## config.mk

```make
export PLATFORM = sky130hd
export DESIGN_NAME = poe_channel_enable_shutdown_ctrl
export DESIGN_NICKNAME = d
export VERILOG_FILES = /design/src/poe_ctrl_pkg.sv /design/src/poe_channel_enable_shutdown_ctrl.sv
export SDC_FILE = /design/constraint.sdc
export NUM_CORES = 1
export LEC_CHECK = 0
export BUFFER_PORTS_ARGS = -buffer_cell sky130_fd_sc_hd__buf_2
export CAP_MARGIN = 20
export CORE_MARGIN = 2
export CORE_UTILIZATION = 55
export CTS_CLUSTER_SIZE = 20
export DETAILED_ROUTE_END_ITERATION = 8
export PLACE_DENSITY = 0.81
export REMOVE_ABC_BUFFERS = 1
export SLEW_MARGIN = 15
export SYNTH_ARGS = -nofsm -noshare
export SYNTH_HDL_FRONTEND = slang
export SYNTH_SLANG_ARGS = --single-unit
```

## constraint.sdc

```tcl
create_clock -name core_clk -period 5.9 [get_ports core_clk]
set_input_delay 0.295 -clock core_clk [delete_from_list [all_inputs] [get_ports core_clk]]
set_output_delay 0.295 -clock core_clk [all_outputs]
set_load 0.03 [all_outputs]
```

## src/poe_ctrl_pkg.sv

```systemverilog
package poe_ctrl_pkg;

  localparam int NUM_CH = 4;
  localparam int NUM_PORT = NUM_CH / 2;

  // Command codes of the byte register port
  localparam logic [7:0] CMD_DETECT_CLASS_ENABLE = 8'h14;
  localparam logic [7:0] CMD_SHUTDOWN_PRIORITY_CUT_DISABLE = 8'h15;
  localparam logic [7:0] CMD_TIMING_CONFIGURATION = 8'h16;
  localparam logic [7:0] CMD_DETECT_CLASS_RESTART = 8'h18;

  // Reset values
  localparam logic [7:0] RST_DETECT_CLASS_ENABLE = 8'h00;
  localparam logic [7:0] RST_SHUTDOWN_PRIORITY_CUT_DISABLE = 8'h00;
  localparam logic [7:0] RST_TIMING_CONFIGURATION = 8'h00;
  localparam logic [7:0] READ_UNMAPPED = 8'h00;

  // Field positions
  localparam int DETECT_EN_LSB = 0;
  localparam int CLASS_EN_LSB = 4;
  localparam int CUT_DIS_LSB = 0;
  localparam int PRIO_LSB = 4;
  localparam int DISC_TIME_LSB = 0;
  localparam int OVLD_TIME_LSB = 2;
  localparam int START_TIME_LSB = 4;
  localparam int CURRENT_LIMIT_FAULT_TIME_LSB = 6;
  localparam int TIME_FIELD_W = 2;

  // Channel operating modes
  localparam logic [1:0] MODE_OFF = 2'h0;
  localparam logic [1:0] MODE_MANUAL = 2'h1;
  localparam logic [1:0] MODE_SEMIAUTO = 2'h2;
  localparam logic [1:0] MODE_AUTO = 2'h3;

  // Overload timer
  localparam int OVLD_TIMER_W = 24;

  typedef enum logic [2:0] {
    ST_IDLE = 3'b001,
    ST_DETECT = 3'b010,
    ST_CLASSIFY = 3'b100
  } chan_state_e;

endpackage : poe_ctrl_pkg
```

## src/poe_channel_enable_shutdown_ctrl.sv

```systemverilog
`timescale 1ns/1ps

module poe_channel_enable_shutdown_ctrl
  import poe_ctrl_pkg::*;
#(
  parameter int OVLD_BASE_CYC = 1000
)
(
  input wire logic core_clk, // 20 MHz system clock
  input wire logic nrst, // Async reset, active low
  input wire logic reg_wr, // Register write strobe
  input wire logic reg_rd, // Register read strobe
  input wire logic [7:0] reg_cmd, // Command code
  input wire logic [7:0] reg_wdata, // Write data byte
  output logic [7:0] reg_rdata_ff, // Read data byte
  output logic reg_rvalid_ff, // Read data valid pulse
  input wire logic [2*NUM_CH-1:0] chan_mode, // Two-bit mode per channel
  input wire logic [NUM_PORT-1:0] four_pair_port, // Channel pair is one port
  input wire logic [NUM_PORT-1:0] joint_cut_bit, // Joint cut per port
  input wire logic multibit_priority_select, // Multi-bit priority in use
  input wire logic fast_shutdown_in, // External fast shutdown level
  input wire logic [NUM_CH-1:0] turn_off_cmd, // Power-enable turn-off pulse
  input wire logic [NUM_CH-1:0] power_on_command, // Power-on request pulse
  input wire logic [NUM_CH-1:0] class_still_valid, // Detect/class result valid
  input wire logic [NUM_CH-1:0] allocation_ok, // Power allocation sufficient
  input wire logic [NUM_CH-1:0] port_powered, // Channel is powered
  input wire logic [NUM_CH-1:0] cooldown_active, // Fault cool-down running
  input wire logic [NUM_CH-1:0] detect_done, // Detection cycle finished
  input wire logic [NUM_CH-1:0] detect_valid, // Detection result valid
  input wire logic [NUM_CH-1:0] class_done, // Class cycle finished
  input wire logic [NUM_CH-1:0] pcut_overload, // Two-pair overload present
  output logic [NUM_CH-1:0] detect_start_ff, // Start detection pulse
  output logic [NUM_CH-1:0] class_start_ff, // Start class pulse
  output logic [NUM_CH-1:0] shutdown_off_ff, // Fast shutdown turn-off pulse
  output logic [NUM_CH-1:0] state_clear_ff, // Clear channel state pulse
  output logic [NUM_CH-1:0] pcut_off_ff, // Power-cut turn-off pulse
  output logic [NUM_CH-1:0] pcut_fault_ff, // Power-cut fault flag pulse
  output logic [NUM_CH-1:0] power_on_grant_ff, // Accepted power-on pulse
  output logic [NUM_CH-1:0] seq_busy_ff, // Channel running a cycle
  output logic [1:0] current_limit_time_field, // Current-limit time code
  output logic [1:0] start_time_field, // Start time code
  output logic [1:0] overload_time_field, // Overload time code
  output logic [1:0] disconnect_time_field // Disconnect time code
);

  function automatic logic [OVLD_TIMER_W-1:0] ovld_limit(
    input logic [1:0] code
  );
    logic [OVLD_TIMER_W+1:0] prod;
    prod = (OVLD_TIMER_W+2)'(OVLD_BASE_CYC) * (OVLD_TIMER_W+2)'({1'b0, code} + 3'h1);
    return prod[OVLD_TIMER_W-1:0];
  endfunction : ovld_limit

  logic [7:0] enable_ff;
  logic [7:0] prio_cut_ff;
  logic [7:0] timing_ff;
  logic [NUM_CH-1:0] cut_dis_prev_ff;
  logic fss_sync1_ff;
  logic fss_sync2_ff;
  logic fss_prev_ff;

  wire [NUM_CH-1:0] detect_en = enable_ff[DETECT_EN_LSB +: NUM_CH];
  wire [NUM_CH-1:0] class_en = enable_ff[CLASS_EN_LSB +: NUM_CH];
  wire [NUM_CH-1:0] prio_bits = prio_cut_ff[PRIO_LSB +: NUM_CH];
  wire [NUM_CH-1:0] cut_dis = prio_cut_ff[CUT_DIS_LSB +: NUM_CH];

  wire wr_enable = reg_wr && (reg_cmd == CMD_DETECT_CLASS_ENABLE);
  wire wr_prio = reg_wr && (reg_cmd == CMD_SHUTDOWN_PRIORITY_CUT_DISABLE);
  wire wr_timing = reg_wr && (reg_cmd == CMD_TIMING_CONFIGURATION);
  wire wr_restart = reg_wr && (reg_cmd == CMD_DETECT_CLASS_RESTART);

  // Edge of the synchronised level only
  wire fss_rise = fss_sync2_ff && !fss_prev_ff;
  wire [NUM_CH-1:0] fss_off;
  assign fss_off = {NUM_CH{fss_rise && !multibit_priority_select}} & prio_bits;

  wire [NUM_CH-1:0] det_clr;
  wire [NUM_CH-1:0] cls_clr;
  wire [NUM_CH-1:0] det_go;
  wire [NUM_CH-1:0] cls_go;
  wire [NUM_CH-1:0] busy;
  wire [NUM_CH-1:0] ovld_expired;
  wire [NUM_CH-1:0] own_cut;
  wire [NUM_CH-1:0] cut_off;
  wire [NUM_CH-1:0] grant;

  // Hardware clears; a same-cycle write still lands
  wire [NUM_CH-1:0] det_hw_clr = det_clr | turn_off_cmd | fss_off;
  wire [NUM_CH-1:0] cls_hw_clr = cls_clr | turn_off_cmd | fss_off;
  wire [7:0] enable_kept = enable_ff & ~{cls_hw_clr, det_hw_clr};
  wire [7:0] nxt_enable =
    wr_enable ? reg_wdata :
    wr_restart ? (enable_kept | reg_wdata) :
    enable_kept;

  wire [7:0] read_mux =
    (reg_cmd == CMD_DETECT_CLASS_ENABLE) ? enable_ff :
    (reg_cmd == CMD_SHUTDOWN_PRIORITY_CUT_DISABLE) ? prio_cut_ff :
    (reg_cmd == CMD_TIMING_CONFIGURATION) ? timing_ff :
    READ_UNMAPPED;

  always_ff @(posedge core_clk or negedge nrst)
  begin
    if (!nrst)
    begin
      enable_ff <= RST_DETECT_CLASS_ENABLE;
      prio_cut_ff <= RST_SHUTDOWN_PRIORITY_CUT_DISABLE;
      timing_ff <= RST_TIMING_CONFIGURATION;
      reg_rdata_ff <= 8'h00;
      reg_rvalid_ff <= 1'b0;
    end
    else
    begin
      enable_ff <= nxt_enable;
      if (wr_prio)
      begin
        prio_cut_ff <= reg_wdata;
      end
      if (wr_timing)
      begin
        timing_ff <= reg_wdata;
      end
      reg_rvalid_ff <= reg_rd;
      if (reg_rd)
      begin
        reg_rdata_ff <= read_mux;
      end
    end
  end

  // Two-stage synchroniser plus edge history
  always_ff @(posedge core_clk or negedge nrst)
  begin
    if (!nrst)
    begin
      fss_sync1_ff <= 1'b0;
      fss_sync2_ff <= 1'b0;
      fss_prev_ff <= 1'b0;
    end
    else
    begin
      fss_sync1_ff <= fast_shutdown_in;
      fss_sync2_ff <= fss_sync1_ff;
      fss_prev_ff <= fss_sync2_ff;
    end
  end

  always_ff @(posedge core_clk or negedge nrst)
  begin
    if (!nrst)
    begin
      detect_start_ff <= '0;
      class_start_ff <= '0;
      shutdown_off_ff <= '0;
      state_clear_ff <= '0;
      pcut_off_ff <= '0;
      pcut_fault_ff <= '0;
      power_on_grant_ff <= '0;
      seq_busy_ff <= '0;
      cut_dis_prev_ff <= '0;
    end
    else
    begin
      detect_start_ff <= det_go;
      class_start_ff <= cls_go;
      // Cool-down timers are owned elsewhere and left running
      shutdown_off_ff <= fss_off;
      state_clear_ff <= fss_off;
      pcut_off_ff <= cut_off;
      pcut_fault_ff <= ovld_expired;
      power_on_grant_ff <= grant;
      seq_busy_ff <= busy;
      cut_dis_prev_ff <= cut_dis;
    end
  end

  assign current_limit_time_field = timing_ff[CURRENT_LIMIT_FAULT_TIME_LSB +: TIME_FIELD_W];
  assign start_time_field = timing_ff[START_TIME_LSB +: TIME_FIELD_W];
  assign overload_time_field = timing_ff[OVLD_TIME_LSB +: TIME_FIELD_W];
  assign disconnect_time_field = timing_ff[DISC_TIME_LSB +: TIME_FIELD_W];

  wire [OVLD_TIMER_W-1:0] ovld_cyc = ovld_limit(overload_time_field);

  for (genvar i = 0; i < NUM_CH; i++)
  begin : g_ch
    localparam int P = i / 2;
    localparam int M = i ^ 1;

    chan_state_e state_ff;
    chan_state_e nxt_state;
    logic [OVLD_TIMER_W-1:0] ovld_cnt_ff;
    logic [OVLD_TIMER_W-1:0] nxt_ovld_cnt;
    logic start_det;
    logic start_cls;
    logic done_det;
    logic done_cls;

    wire [1:0] mode = chan_mode[2*i +: 2];
    wire manual = (mode == MODE_MANUAL);
    wire cycling = (mode == MODE_SEMIAUTO) || (mode == MODE_AUTO);
    wire pair_full = detect_en[i] && detect_en[M] && class_en[i] && class_en[M];
    wire port_ok = !four_pair_port[P] || pair_full;
    wire semi_det = detect_en[i] && port_ok;
    wire semi_cls = semi_det && class_en[i];
    wire stop = fss_off[i] || cut_off[i] || turn_off_cmd[i] || (mode == MODE_OFF);
    wire blocked = cooldown_active[i] || port_powered[i] || stop;
    wire cut_changed = cut_dis[i] != cut_dis_prev_ff[i];

    always_comb
    begin
      nxt_state = state_ff;
      start_det = 1'b0;
      start_cls = 1'b0;
      done_det = 1'b0;
      done_cls = 1'b0;
      unique case (state_ff)
        ST_IDLE:
        begin
          // Manual mode waits for a request, never self-starts
          if (!blocked && manual)
          begin
            if (detect_en[i])
            begin
              start_det = 1'b1;
            end
            else if (class_en[i])
            begin
              start_cls = 1'b1;
            end
          end
          else if (!blocked && cycling && semi_det)
          begin
            start_det = 1'b1;
          end
          if (start_det)
          begin
            nxt_state = ST_DETECT;
          end
          else if (start_cls)
          begin
            nxt_state = ST_CLASSIFY;
          end
        end
        ST_DETECT:
        begin
          if (stop)
          begin
            nxt_state = ST_IDLE;
          end
          else if (detect_done[i])
          begin
            done_det = manual;
            if (manual && class_en[i])
            begin
              start_cls = 1'b1;
              nxt_state = ST_CLASSIFY;
            end
            else if (!manual && detect_valid[i] && semi_cls)
            begin
              start_cls = 1'b1;
              nxt_state = ST_CLASSIFY;
            end
            else
            begin
              nxt_state = ST_IDLE;
            end
          end
        end
        ST_CLASSIFY:
        begin
          if (stop)
          begin
            nxt_state = ST_IDLE;
          end
          else if (class_done[i])
          begin
            done_cls = manual;
            nxt_state = ST_IDLE;
          end
        end
        default:
        begin
          nxt_state = ST_IDLE;
        end
      endcase
    end

    // Overload timer restarts on any change of this channel's cut-disable bit
    always_comb
    begin
      nxt_ovld_cnt = ovld_cnt_ff;
      if (cut_changed || !pcut_overload[i] || !port_powered[i])
      begin
        nxt_ovld_cnt = '0;
      end
      else if (ovld_cnt_ff < ovld_cyc)
      begin
        nxt_ovld_cnt = ovld_cnt_ff + 1'b1;
      end
    end

    always_ff @(posedge core_clk or negedge nrst)
    begin
      if (!nrst)
      begin
        state_ff <= ST_IDLE;
        ovld_cnt_ff <= '0;
      end
      else
      begin
        state_ff <= nxt_state;
        ovld_cnt_ff <= nxt_ovld_cnt;
      end
    end

    // One-cycle pulse when the count first reaches one below the limit
    assign ovld_expired[i] = !cut_changed && pcut_overload[i] && port_powered[i]
                             && (ovld_cnt_ff == ovld_cyc - 1'b1);
    assign own_cut[i] = ovld_expired[i] && !cut_dis[i];
    assign cut_off[i] = own_cut[i] ||
      (four_pair_port[P] && joint_cut_bit[P] && own_cut[M]);
    assign grant[i] = power_on_command[i] && class_still_valid[i]
                      && allocation_ok[i] && !cooldown_active[i];
    assign det_go[i] = start_det;
    assign cls_go[i] = start_cls;
    assign det_clr[i] = done_det;
    assign cls_clr[i] = done_cls;
    assign busy[i] = (state_ff != ST_IDLE);
  end

endmodule : poe_channel_enable_shutdown_ctrl

```

; ---- Word level (Yosys, flattened, before mapping)
; Cells that the tools add are included.
; W data, S select, Z words.
[word_totals]
ff_bits = 176
latch_bits = 0
ram_bits = 0
romBits = 0
inputBits = 74
output_inout_bits = 49
word_cells = 390
mem_count = 0
[classes]
n_addsub = 6
multipliers = 1
div_mod_pow = 0
order_cmp = 4
eq_ne = 52
shifts = 0
muxes = 129
bitwise_logic = 8
reduce_logical = 166
[ops]
columns = operator, n
row1 = $mux W24, 8
row2 = $add A24 B1 Y24 const B, 4
row3 = $eq A24 B24 Y1, 4
row4 = $lt A24 B13 Y1, 4
row5 = $mux W3, 32
row6 = $logic_and A1 B1 Y1, 82
row7 = $mux W1, 76
row8 = $logic_or A1 B1 Y1, 40
row9 = $mux W8, 5
row10 = $ne A3 B3 Y1 const B, 12
row11 = $pmux W3 S3, 4
row12 = $eq A8 B5 Y1 const B, 4
row13 = $logic_not A1 Y1, 32
row14 = $eq A2 B2 Y1 const B, 8
row15 = $or A4 B4 Y4, 4
row16 = $sub A13 B1 Y14 const B, 1
row17 = $eq A3 B1 Y1 const B, 4
row18 = $eq A3 B2 Y1 const B, 4
row19 = $eq A3 B3 Y1 const B, 4
row20 = $ne A3 B1 Y1 const B, 4
row21 = $reduce_and A3 Y1, 4
row22 = $mul A7 B3 Y10 const A, 1
row23 = $and A8 B8 Y8, 1
row24 = $eq A2 B1 Y1 const B, 4
row25 = 8 further kinds, 20

; ---- Logic depth before layout (Yosys ltp)
; Gate-level depths: netlist (run 1).
[logic_depth]
ltp_word = 20
mapped_depth = 18
depth_no_buf = 17

; ---- Worst setup path before layout (run 1)
; OpenSTA, ideal clock, no wires.
[synth_path]
kind = flip-flop to flip-flop
startpoint = register timing_ff[2]
endpoint = register g_ch[2].state_ff[2]
setup_time_ns = 0.121
t_arrival_ns = 4.719
required_time_ns = 5.779
setup_slack_ns = 1.060
path_stages_with_launch = 19
path_buffers = 1
period_less_slack_ns = 4.840
cell_sequence = dfrtp_1 buf_4 inv_1 ha_1 xnor2_2 ha_1 inv_1 fa_1 inv_1 fa_1 nand2b_1 nor4b_2 a21o_1 a2111o_1 inv_1 nand2b_1 o2111ai_1 or3b_2 o22a_1
[synth_via]
elab_cells_between_ends = 32
classes_between = add/sub: 2 / mul: 1 / eq/ne: 5 / mux: 9 / reduce/logical: 15
[synth_rtl]
columns = item, line
row1 = start: declaration, poe_channel_enable_shutdown_ctrl.sv:56  ; logic [7:0] timing_ff;
row2 = start signal: assignment, poe_channel_enable_shutdown_ctrl.sv:121  ; timing_ff <= reg_wdata;
row3 = $add A2 B1 Y3 (*), poe_channel_enable_shutdown_ctrl.sv:50  ; prod = (OVLD_TIMER_W+2)'(OVLD_BASE_CYC) * (OVLD_TIMER_W+2)'({1'b0, code} + 3'h1);
row4 = $mul A7 B3 Y10 (*), poe_channel_enable_shutdown_ctrl.sv:50
row5 = $sub A13 B1 Y14 (*), poe_channel_enable_shutdown_ctrl.sv:318  ; && (ovld_cnt_ff == ovld_cyc - 1'b1);
row6 = $eq A24 B24 Y1 (*), poe_channel_enable_shutdown_ctrl.sv:318
row7 = $logic_and A1 B1 Y1 (*), poe_channel_enable_shutdown_ctrl.sv:318
row8 = net ovld_expired[2], poe_channel_enable_shutdown_ctrl.sv:82  ; wire [NUM_CH-1:0] ovld_expired;
row9 = $logic_and A1 B1 Y1 (*), poe_channel_enable_shutdown_ctrl.sv:319  ; assign own_cut[i] = ovld_expired[i] && !cut_dis[i];
row10 = $logic_or A1 B1 Y1 (*), poe_channel_enable_shutdown_ctrl.sv:320  ; assign cut_off[i] = own_cut[i] ||
row11 = $logic_or A1 B1 Y1 (*) (3 in series), poe_channel_enable_shutdown_ctrl.sv:205  ; wire stop = fss_off[i] || cut_off[i] || turn_off_cmd[i] || (mode == MODE_OFF);
row12 = $logic_or A1 B1 Y1, poe_channel_enable_shutdown_ctrl.sv:206  ; wire blocked = cooldown_active[i] || port_powered[i] || stop;
row13 = $logic_not A1 Y1, "poe_channel_enable_shutdown_ctrl.sv:220, poe_channel_enable_shutdown_ctrl.sv:231"
row14 = $logic_and A1 B1 Y1 (2 in series), poe_channel_enable_shutdown_ctrl.sv:231  ; else if (!blocked && cycling && semi_det)
row15 = $mux W1, poe_channel_enable_shutdown_ctrl.sv:231
row16 = $mux W1, poe_channel_enable_shutdown_ctrl.sv:220  ; if (!blocked && manual)
row17 = $mux W1, poe_channel_enable_shutdown_ctrl.sv:216  ; unique case (state_ff)
row18 = $ne A3 B3 Y1 (no line) or $mux W3 (tied branches), -
row19 = $reduce_and A3 Y1 (no line) or $pmux W3 S3 (tied branches), -
row20 = end signal: assignment, poe_channel_enable_shutdown_ctrl.sv:311  ; state_ff <= nxt_state;
row21 = end: declaration, poe_channel_enable_shutdown_ctrl.sv:189  ; chan_state_e state_ff;
; Mark *: on every way through the listed nets, which the timed path passes. The rest lies on a longest branch. The select of a mux whose other input is x is not followed.
; A chain may end at the register's enable or synchronous reset.

; ---- Worst setup path after layout (run 1)
; Same ends and word-level chain as after synthesis.

==> metrics.log, run 1 <==
INFO  metric outcome = finished, final reports clean
INFO  metric antenna_found_initial = 0
INFO  metric synth_flop_cell = dfrtp_1
INFO  metric cts.sink_count = 176
INFO  metric route.detailed.wl_per_inst = 17.4 um
INFO  metric cts-buffers-inserted = 17
INFO  metric max-slew-margin-rel = 0.404
INFO  metric post_cts_resize_count = 0
INFO  metric grt_setup_unrepaired = false
INFO  metric row_count = 49
INFO  metric synth_top_cell_by_area = dfrtp_1
INFO  metric largest_net_degree_at_the_start_of_global_routing = 72
INFO  metric total_power = 2610 uW
INFO  metric cts.reportedPaths.clkPinSlew = 0.08 ns
INFO  metric floorplan.initialDensity = 0.566
INFO  metric yosys.cell_count.top_type = dfrtp_1
INFO  metric final_layout_size_suffix_gt1_frac = 0.176
INFO  metric port-buffer-count = 122
INFO  metric finish.cell_count_without_fillers = 1395
INFO  metric power.density = 224 nW/um^2
INFO  metric grt_first_pass_wirelength = 40000 um
INFO  metric synth.top_cell.area_share = 0.420
INFO  metric routed_wirelength = 24300 um
INFO  metric power.ir.vdd_worst = 0.213 mV
INFO  metric yosys-top-cells-count = dfrtp_1, nand2_1, nor2_1
INFO  metric final_net_count = 1282
INFO  metric ctsHoldBuffers = 2
INFO  metric timing.critical_path.arrival = 5.33 ns
INFO  metric seq_area_frac_synth = 0.431
INFO  metric detail_route.iter0.violations = 714
INFO  metric regToRegStartpoint = timing_ff[2]
INFO  metric via_count = 8603
INFO  metric final.setup_skew = 0.0119 ns
INFO  metric cts-root-to-sink-buffers = 2
INFO  metric crit_type = reg -> reg
INFO  metric cp.required = 6.23 ns
INFO  metric yosys.cell_types.count = 77
INFO  metric setup_tns = 0 ns
INFO  metric final_util = 0.643
INFO  metric min-delay-path-class = in -> reg
INFO  metric max-cap-violations = 0
INFO  metric iteration_count_of_the_initial_detailed_routing_pass = 7
INFO  metric max_slew.worst_pin.slew = 0.889 ns
INFO  metric ys_warn_count = 0
INFO  metric nFillCells = 1343
INFO  metric layout-area-overhead-vs-synth = 13.7%
INFO  metric dieArea = 19700 um^2
INFO  metric timing.critical_path.from = timing_ff[2]
INFO  metric io_pins = 123
INFO  metric postSynth.asyncResetShare = 1.00
INFO  metric dp_cells = 1361
INFO  metric worstHoldPathCells = 2
INFO  metric cts_tree = done
INFO  metric netlist_area = 10200 um^2
INFO  metric hold_viol_final = 0
INFO  metric dp.final_hpwl = 17800 um
INFO  metric post_cts.repair.setup_buffers = 0
INFO  metric fp.coreArea = 18100 um^2
INFO  metric report.final.slew_viol_count = 0
INFO  metric gate_count_after_technology_mapping = 1042
INFO  metric synth_area_leaders = dfrtp_1, ha_1, and2_1
INFO  metric final_antenna_net_count = 0
INFO  metric synth_enable_flop_cells = 0
INFO  metric fin_crit = 5.01 ns
INFO  metric clkLatencyLatePin = 0.44 ns
INFO  metric globalRoute.totalOverflow = 0
INFO  metric horizontal_die_dimension = 140 um
INFO  metric ff2ff_setup_slack = 0.89 ns
INFO  metric cts-htree-levels = 4
INFO  metric first_global_vias = 8122
INFO  metric critPathMaxFanout = 14
INFO  metric min_from = detect_done[0]
INFO  metric drc_errors = 0
INFO  metric worstSetupStartpointType = flop
INFO  metric rr_endpoint = g_ch[2].state_ff[2]
INFO  metric final_area = 11600 um^2
INFO  metric crit_path_end_kind = flop
INFO  metric report.final.setup_viol = 0
INFO  metric placement_stage_cell_area = 11000 um^2
INFO  metric synth-seq-cells = 176
INFO  metric r2r_cells = 18
INFO  metric insertedDiodeCount = 0
INFO  metric groute.usage.overall = 0.252
INFO  metric leakage = 0.00559 uW
INFO  metric routabilityCongestion = 0.912
INFO  metric die_height = 140 um
INFO  metric timing.final.crit_share = 0.849
INFO  metric max_clock_freq = 0.200 GHz
INFO  metric routed_via_density = 6.17
INFO  metric worstHoldEndpoint = g_ch[0].state_ff[1]
INFO  metric synthesized_area_per_cell = 9.82 um^2
INFO  metric clock-root-buffer = clkbuf_16
## power breakdown
| group | switching, uW | internal, uW |
|---|---|---|
| Sequential | 11.1 | 1220 |
| Combinational | 144 | 92.0 |
| Clock | 525 | 616 |
## worst max-delay path by stage
| stage | slack, ns | to |
|---|---|---|
| 2_1_floorplan | 0.90 | g_ch[2].state_ff[2] |
| 3_3_place_gp | 1.13 | g_ch[2].state_ff[2] |
| 3_5_place_dp | 0.96 | g_ch[2].state_ff[2] |
| 4_1_cts | 0.92 | g_ch[2].state_ff[2] |
| 5_1_grt | 0.55 | g_ch[2].state_ff[2] |
| 6_report | 0.89 | g_ch[2].state_ff[2] |
## cells in the final DEF, fill, tap and decap left out, drive strengths merged, types with 18 or more instances in the layout
| master | Yosys | routed |
|---|---|---|
| clkbuf | 28 | 18 |
| nor2 | 59 | 59 |
| a21oi | 58 | 58 |
| nand4 | 27 | 27 |
| nand3 | 51 | 51 |
| nand2b | 18 | 18 |
| and2 | 52 | 52 |
| nand2 | 76 | 76 |
| mux2i | 29 | 29 |
| xnor2 | 18 | 18 |
| dfrtp | 172 | 172 |
| nor3 | 36 | 36 |
| o21a | 21 | 21 |
| inv | 41 | 46 |
| or4 | 20 | 20 |
| o21ai | 26 | 26 |
| ha | 52 | 52 |
| buf | 9 | 127 |
| and3 | 22 | 22 |
## registers in the layout, indices dropped and copies added, names as in the netlist, 4 cells and up
register	flops
class_start_ff	4
cut_dis_prev_ff	4
detect_start_ff	4
enable_ff	8
g_ch.ovld_cnt_ff	96
g_ch.state_ff	12
pcut_fault_ff	4
pcut_off_ff	4
power_on_grant_ff	4
prio_cut_ff	8
reg_rdata_ff	8
seq_busy_ff	4
state_clear_ff	4
timing_ff	8
## kinds of logic (layout without fill, tap and decap cells)
logic type | Yosys count | in the layout | synth area share
AND/OR/NAND/NOR | 455 | 455 | 0.252
AO/OA/AOI/OAI | 202 | 202 | 0.130
flip-flops | 176 | 176 | 0.431
buffers and inverters | 78 | 202 | 0.0319
adder cells (fa/ha/maj) | 55 | 55 | 0.0694
multiplexers | 45 | 45 | 0.0460
XOR/XNOR | 31 | 31 | 0.0398
## final cells by class
class	instances	area [um^2]	share of cell area
clock buffers	18	439	0.0377
multi-input cells	788	5500	0.473
inverters	41	154	0.0132
repair buffers	129	674	0.0580
flip-flops and latches	176	4410	0.379
well taps	229	287	0.0246
clock inverters	14	171	0.0147
## critical path, stage by stage (launching register included)
cell       delay (ns)
dfrtp_1          0.32
buf_4            0.21
inv_1            0.08
ha_1             0.39
xnor2_2          0.33
ha_1             0.20
inv_1            0.07
fa_1             0.39
inv_1            0.08
fa_1             0.51
nand2b_1         0.22
nor4b_2          0.57
a21o_1           0.22
a2111o_1         0.19
inv_1            0.07
nand2b_1         0.10
o2111ai_1        0.19
or3b_2           0.52
o22a_1           0.22
## metrics by stage
step / hold slack [ns] / worst slack [ns]
final: 0.0808 / 0.892
after global routing: 0.0798 / 0.555
after CTS: 0.0672 / 0.916
after detailed placement: 0.227 / 0.959
after global placement: 0.226 / 1.13
after floorplan: -0.000591 / 0.899
## metal layers
metal / up-vias / part of all wire / GRT usage
met1: 4150 / 0.44 / 0.355
met3: 39 / 0.077 / 0.0492
met5: - / 0 / 0
li1: 4044 / - / -
met2: 370 / 0.47 / 0.397
met4: 0 / 0.021 / 0.0803
(Power assumes the default switching activity.)
==> run 2: changes to the inputs <==
ABC_AREA = 1   (was unset)
CORE_UTILIZATION = 53   (was 55)
PLACE_DENSITY = 0.82   (was 0.81)
clock period = 4.05 ns   (was 5.9 ns; I/O delays follow)
==> metrics.log, run 2 <==
INFO  metric die_height = 142 um (was 140 um)
INFO  metric row_count = 50 (was 49)
INFO  metric placement_stage_cell_area = 11100 um^2 (was 11000 um^2)
INFO  metric floorplan.initialDensity = 0.541 (was 0.566)
INFO  metric synth_area_leaders = dfrtp_1, nand2_1, inv_1 (was dfrtp_1, ha_1, and2_1)
INFO  metric dieArea = 20200 um^2 (was 19700 um^2)
INFO  metric power.ir.vdd_worst = 0.302 mV (was 0.213 mV)
INFO  metric ys_warn_count = 0 (unchanged)
INFO  metric route.detailed.wl_per_inst = 15.6 um (was 17.4 um)
INFO  metric cp.required = 4.37 ns (was 6.23 ns)
INFO  metric max_clock_freq = 0.256 GHz (was 0.200 GHz)
INFO  metric largest_reg_flops = 96 (unchanged)
INFO  metric power.density = 331 nW/um^2 (was 224 nW/um^2)
INFO  metric synth.top_cell.area_share = 0.426 (was 0.420)
INFO  metric layout-area-overhead-vs-synth = 18.1% (was 13.7%)
INFO  metric final_area = 11900 um^2 (was 11600 um^2)
INFO  metric layout.cells.most_common_list = nand2_1, inv_1, dfrtp_1, nor2_1, buf_2 (was dfrtp_1, buf_2, nand2_1, nor2_1, a21oi_1)
INFO  metric min-delay-path-class = in -> reg (unchanged)
INFO  metric first_global_vias = 8955 (was 8122)
INFO  metric clock-root-buffer = clkbuf_16 (unchanged)
INFO  metric report.final.setup_viol = 0 (unchanged)
INFO  metric crit_type = reg -> reg (unchanged)
INFO  metric layout.cells.most_common = nand2_1 (was dfrtp_1)
INFO  metric clkLatencyLatePin = 0.44 ns (about the same)
INFO  metric timing.final.crit_share = 0.963 (was 0.849)
INFO  metric routabilityCongestion = 0.995 (was 0.912)
INFO  metric seq_area_frac_synth = 0.436 (was 0.431)
INFO  metric insertedDiodeCount = 0 (unchanged)
INFO  metric leakage = 0.00607 uW (was 0.00559 uW)
INFO  metric yosys.cell_types.count = 52 (was 77)
INFO  metric netlist_area = 10100 um^2 (was 10200 um^2)
INFO  metric cts.sink_count = 176 (unchanged)
INFO  metric ff2ff_setup_slack = 0.15 ns (was 0.89 ns)
INFO  metric synth-seq-cells = 176 (unchanged)
INFO  metric cts-root-to-sink-buffers = 2 (unchanged)
INFO  metric cts-buffers-inserted = 17 (unchanged)
INFO  metric largest_net_degree_at_the_start_of_global_routing = 104 (was 72)
INFO  metric detail_route.iter0.violations = 826 (was 714)
INFO  metric max-cap-violations = 0 (unchanged)
INFO  metric biggestRegsByFlops = g_ch.ovld_cnt_ff: 96 flops, g_ch.state_ff: 12 flops (unchanged)
INFO  metric final_net_count = 1609 (was 1282)
INFO  metric timing.hold.ws = 0.00445 ns (was 0.0808 ns)
INFO  metric largest_register = g_ch.ovld_cnt_ff (unchanged)
INFO  metric hold_viol_final = 0 (unchanged)
INFO  metric synth_flop_cell = dfrtp_1 (unchanged)
INFO  metric groute.usage.overall = 0.267 (was 0.252)
INFO  metric port-buffer-count = 122 (unchanged)
INFO  metric routed_via_density = 5.57 (was 6.17)
INFO  metric grt_first_pass_wirelength = 42900 um (was 40000 um)
INFO  metric routed_wirelength = 26900 um (was 24300 um)
INFO  metric yosys-top-cells-count = nand2_1, inv_1, dfrtp_1 (was dfrtp_1, nand2_1, nor2_1)
INFO  metric postSynth.asyncResetShare = 1.00 (unchanged)
INFO  metric final_layout_size_suffix_gt1_frac = 0.161 (was 0.176)
INFO  metric cts.reportedPaths.clkPinSlew = 0.07 ns (was 0.08 ns)
INFO  metric fin_crit = 3.90 ns (was 5.01 ns)
INFO  metric timing.critical_path.arrival = 4.22 ns (was 5.33 ns)
INFO  metric final_antenna_net_count = 0 (unchanged)
INFO  metric cts_tree = done (unchanged)
INFO  metric globalRoute.totalOverflow = 0 (unchanged)
INFO  metric via_count = 9612 (was 8603)
INFO  metric report.final.slew_viol_count = 0 (unchanged)
INFO  metric critPathMaxFanout = 4 (was 14)
INFO  metric crit_path_end_kind = flop (unchanged)
INFO  metric yosys.cell_count.top_type = nand2_1 (was dfrtp_1)
INFO  metric max-slew-margin-rel = 0.343 (was 0.404)
INFO  metric worstSetupStartpointType = flop (unchanged)
INFO  metric max_slew.worst_pin.slew = 0.986 ns (was 0.889 ns)
INFO  metric synth_top_cell_by_area = dfrtp_1 (unchanged)
INFO  metric grt_setup_unrepaired = true (was false)
INFO  metric gate_count_after_technology_mapping = 1319 (was 1042)
INFO  metric synth_enable_flop_cells = 0 (unchanged)
INFO  metric cts-htree-levels = 4 (unchanged)
INFO  metric drc_errors = 0 (unchanged)
INFO  metric outcome = finished, final reports clean (unchanged)
INFO  metric horizontal_die_dimension = 142 um (was 140 um)
INFO  metric iteration_count_of_the_initial_detailed_routing_pass = 6 (was 7)
INFO  metric dp.final_hpwl = 19800 um (was 17800 um)
INFO  metric io_pins = 123 (unchanged)
INFO  metric antenna_found_initial = 0 (unchanged)
INFO  metric synthesized_area_per_cell = 7.67 um^2 (was 9.82 um^2)
INFO  metric fp.coreArea = 18700 um^2 (was 18100 um^2)
INFO  metric setup_tns = 0 ns (unchanged)
INFO  metric final.setup_skew = 0.0114 ns (was 0.0119 ns)
[run 2: changes by cell type in the layout (fill, tap and decap cells not counted), moves of 20 or more]
cell / change
nor2_1: +88
o21ai_0: +38
and2_1: -48
inv_1: +180
and3_1: -20
nand3_1: +42
nand2_1: +206
mux2i_1: -29
[run 2: worst paths after layout]
kind	from	end	cells past startpoint
min in group asynchronous	nrst	g_ch[2].ovld_cnt_ff[20]	2
max in group asynchronous	nrst	g_ch[3].state_ff[0]	3
setup reg to reg	timing_ff[3]	g_ch[1].state_ff[2]	23
setup / recovery	timing_ff[3]	g_ch[1].state_ff[2]	23
hold reg to reg	fss_sync1_ff	fss_sync2_ff	0
hold / removal	class_still_valid[2]	power_on_grant_ff[2]	3
[run 2: repair_timing]
| item | CTS | global route |
|---|---|---|
| pin swaps | 0 | 13 |
| buffers inserted | 0 | 7 |
| hold endpoints to repair | 105 | 0 |
| endpoints found under the setup margin | 19 | 57 |
| hold buffers | 9 | 0 |
| resized for setup | 2 | 32 |
[run 2: layout make-up]
class                   count  area (um^2)
fillers                  1501         6760
clock inverters            13          161
well taps                 234          293
flip-flops and latches    176         4410
multi-input cells         902         4890
inverters                 227          852
repair buffers            156          907
clock buffers              19          433
[run 2: logic make-up (layout without fill, tap and decap cells)]
| family | Yosys count | count (layout) | share of synthesized area |
|---|---|---|---|
| xor+xnor | 6 | 6 | 0.00520 |
| flops | 176 | 176 | 0.436 |
| fa+ha+maj | 55 | 55 | 0.0703 |
| simple gates | 663 | 663 | 0.291 |
| mux | 4 | 4 | 0.00445 |
| buf+inv | 241 | 415 | 0.0914 |
| compound gates | 174 | 174 | 0.102 |
[run 2: routing by layer]
metal  vias up  wire length (um)  GRT usage
li1       4653                 -          -
met1      4526             11300      0.358
met2       359             12900      0.427
met3        74              1750     0.0451
met4         0               973      0.124
met5         -                 0          0
[run 2: power breakdown]
group          switching (uW)  total (uW)  internal, uW
sequential               21.4        1820          1790
clock                     764        1700           933
combinational             297         436           139
total                    1080        3950          2870
[run 2: through the flow]
step | setup slack [ns] | utilization | instances | power [uW]
CTS | 0.0182 | 0.630 | 1720 | 3950
floorplan | -0.310 | - | 1305 | 2080
finish | 0.151 | 0.639 | 1727 | 3950
global route | -0.0531 | 0.639 | 1727 | 4090
global placement | -0.0455 | 0.593 | 1679 | 2250
detailed placement | -0.125 | 0.593 | 1679 | 2260
[run 2: worst max-delay path, cell delays in order (launching register included)]
cell,delay (ns)
dfrtp_1,0.37
inv_1,0.13
ha_4,0.24
inv_1,0.07
nand2_1,0.07
nand2_1,0.10
ha_1,0.14
inv_1,0.06
fa_1,0.37
inv_2,0.09
fa_2,0.47
nor2_4,0.14
nand3_2,0.12
inv_1,0.08
nand2_1,0.08
nor2_4,0.13
buf_4,0.13
o21ai_1,0.08
nand2_1,0.14
nor2_2,0.08
nand3_2,0.09
nand3_2,0.12
buf_4,0.16
o311ai_0,0.31
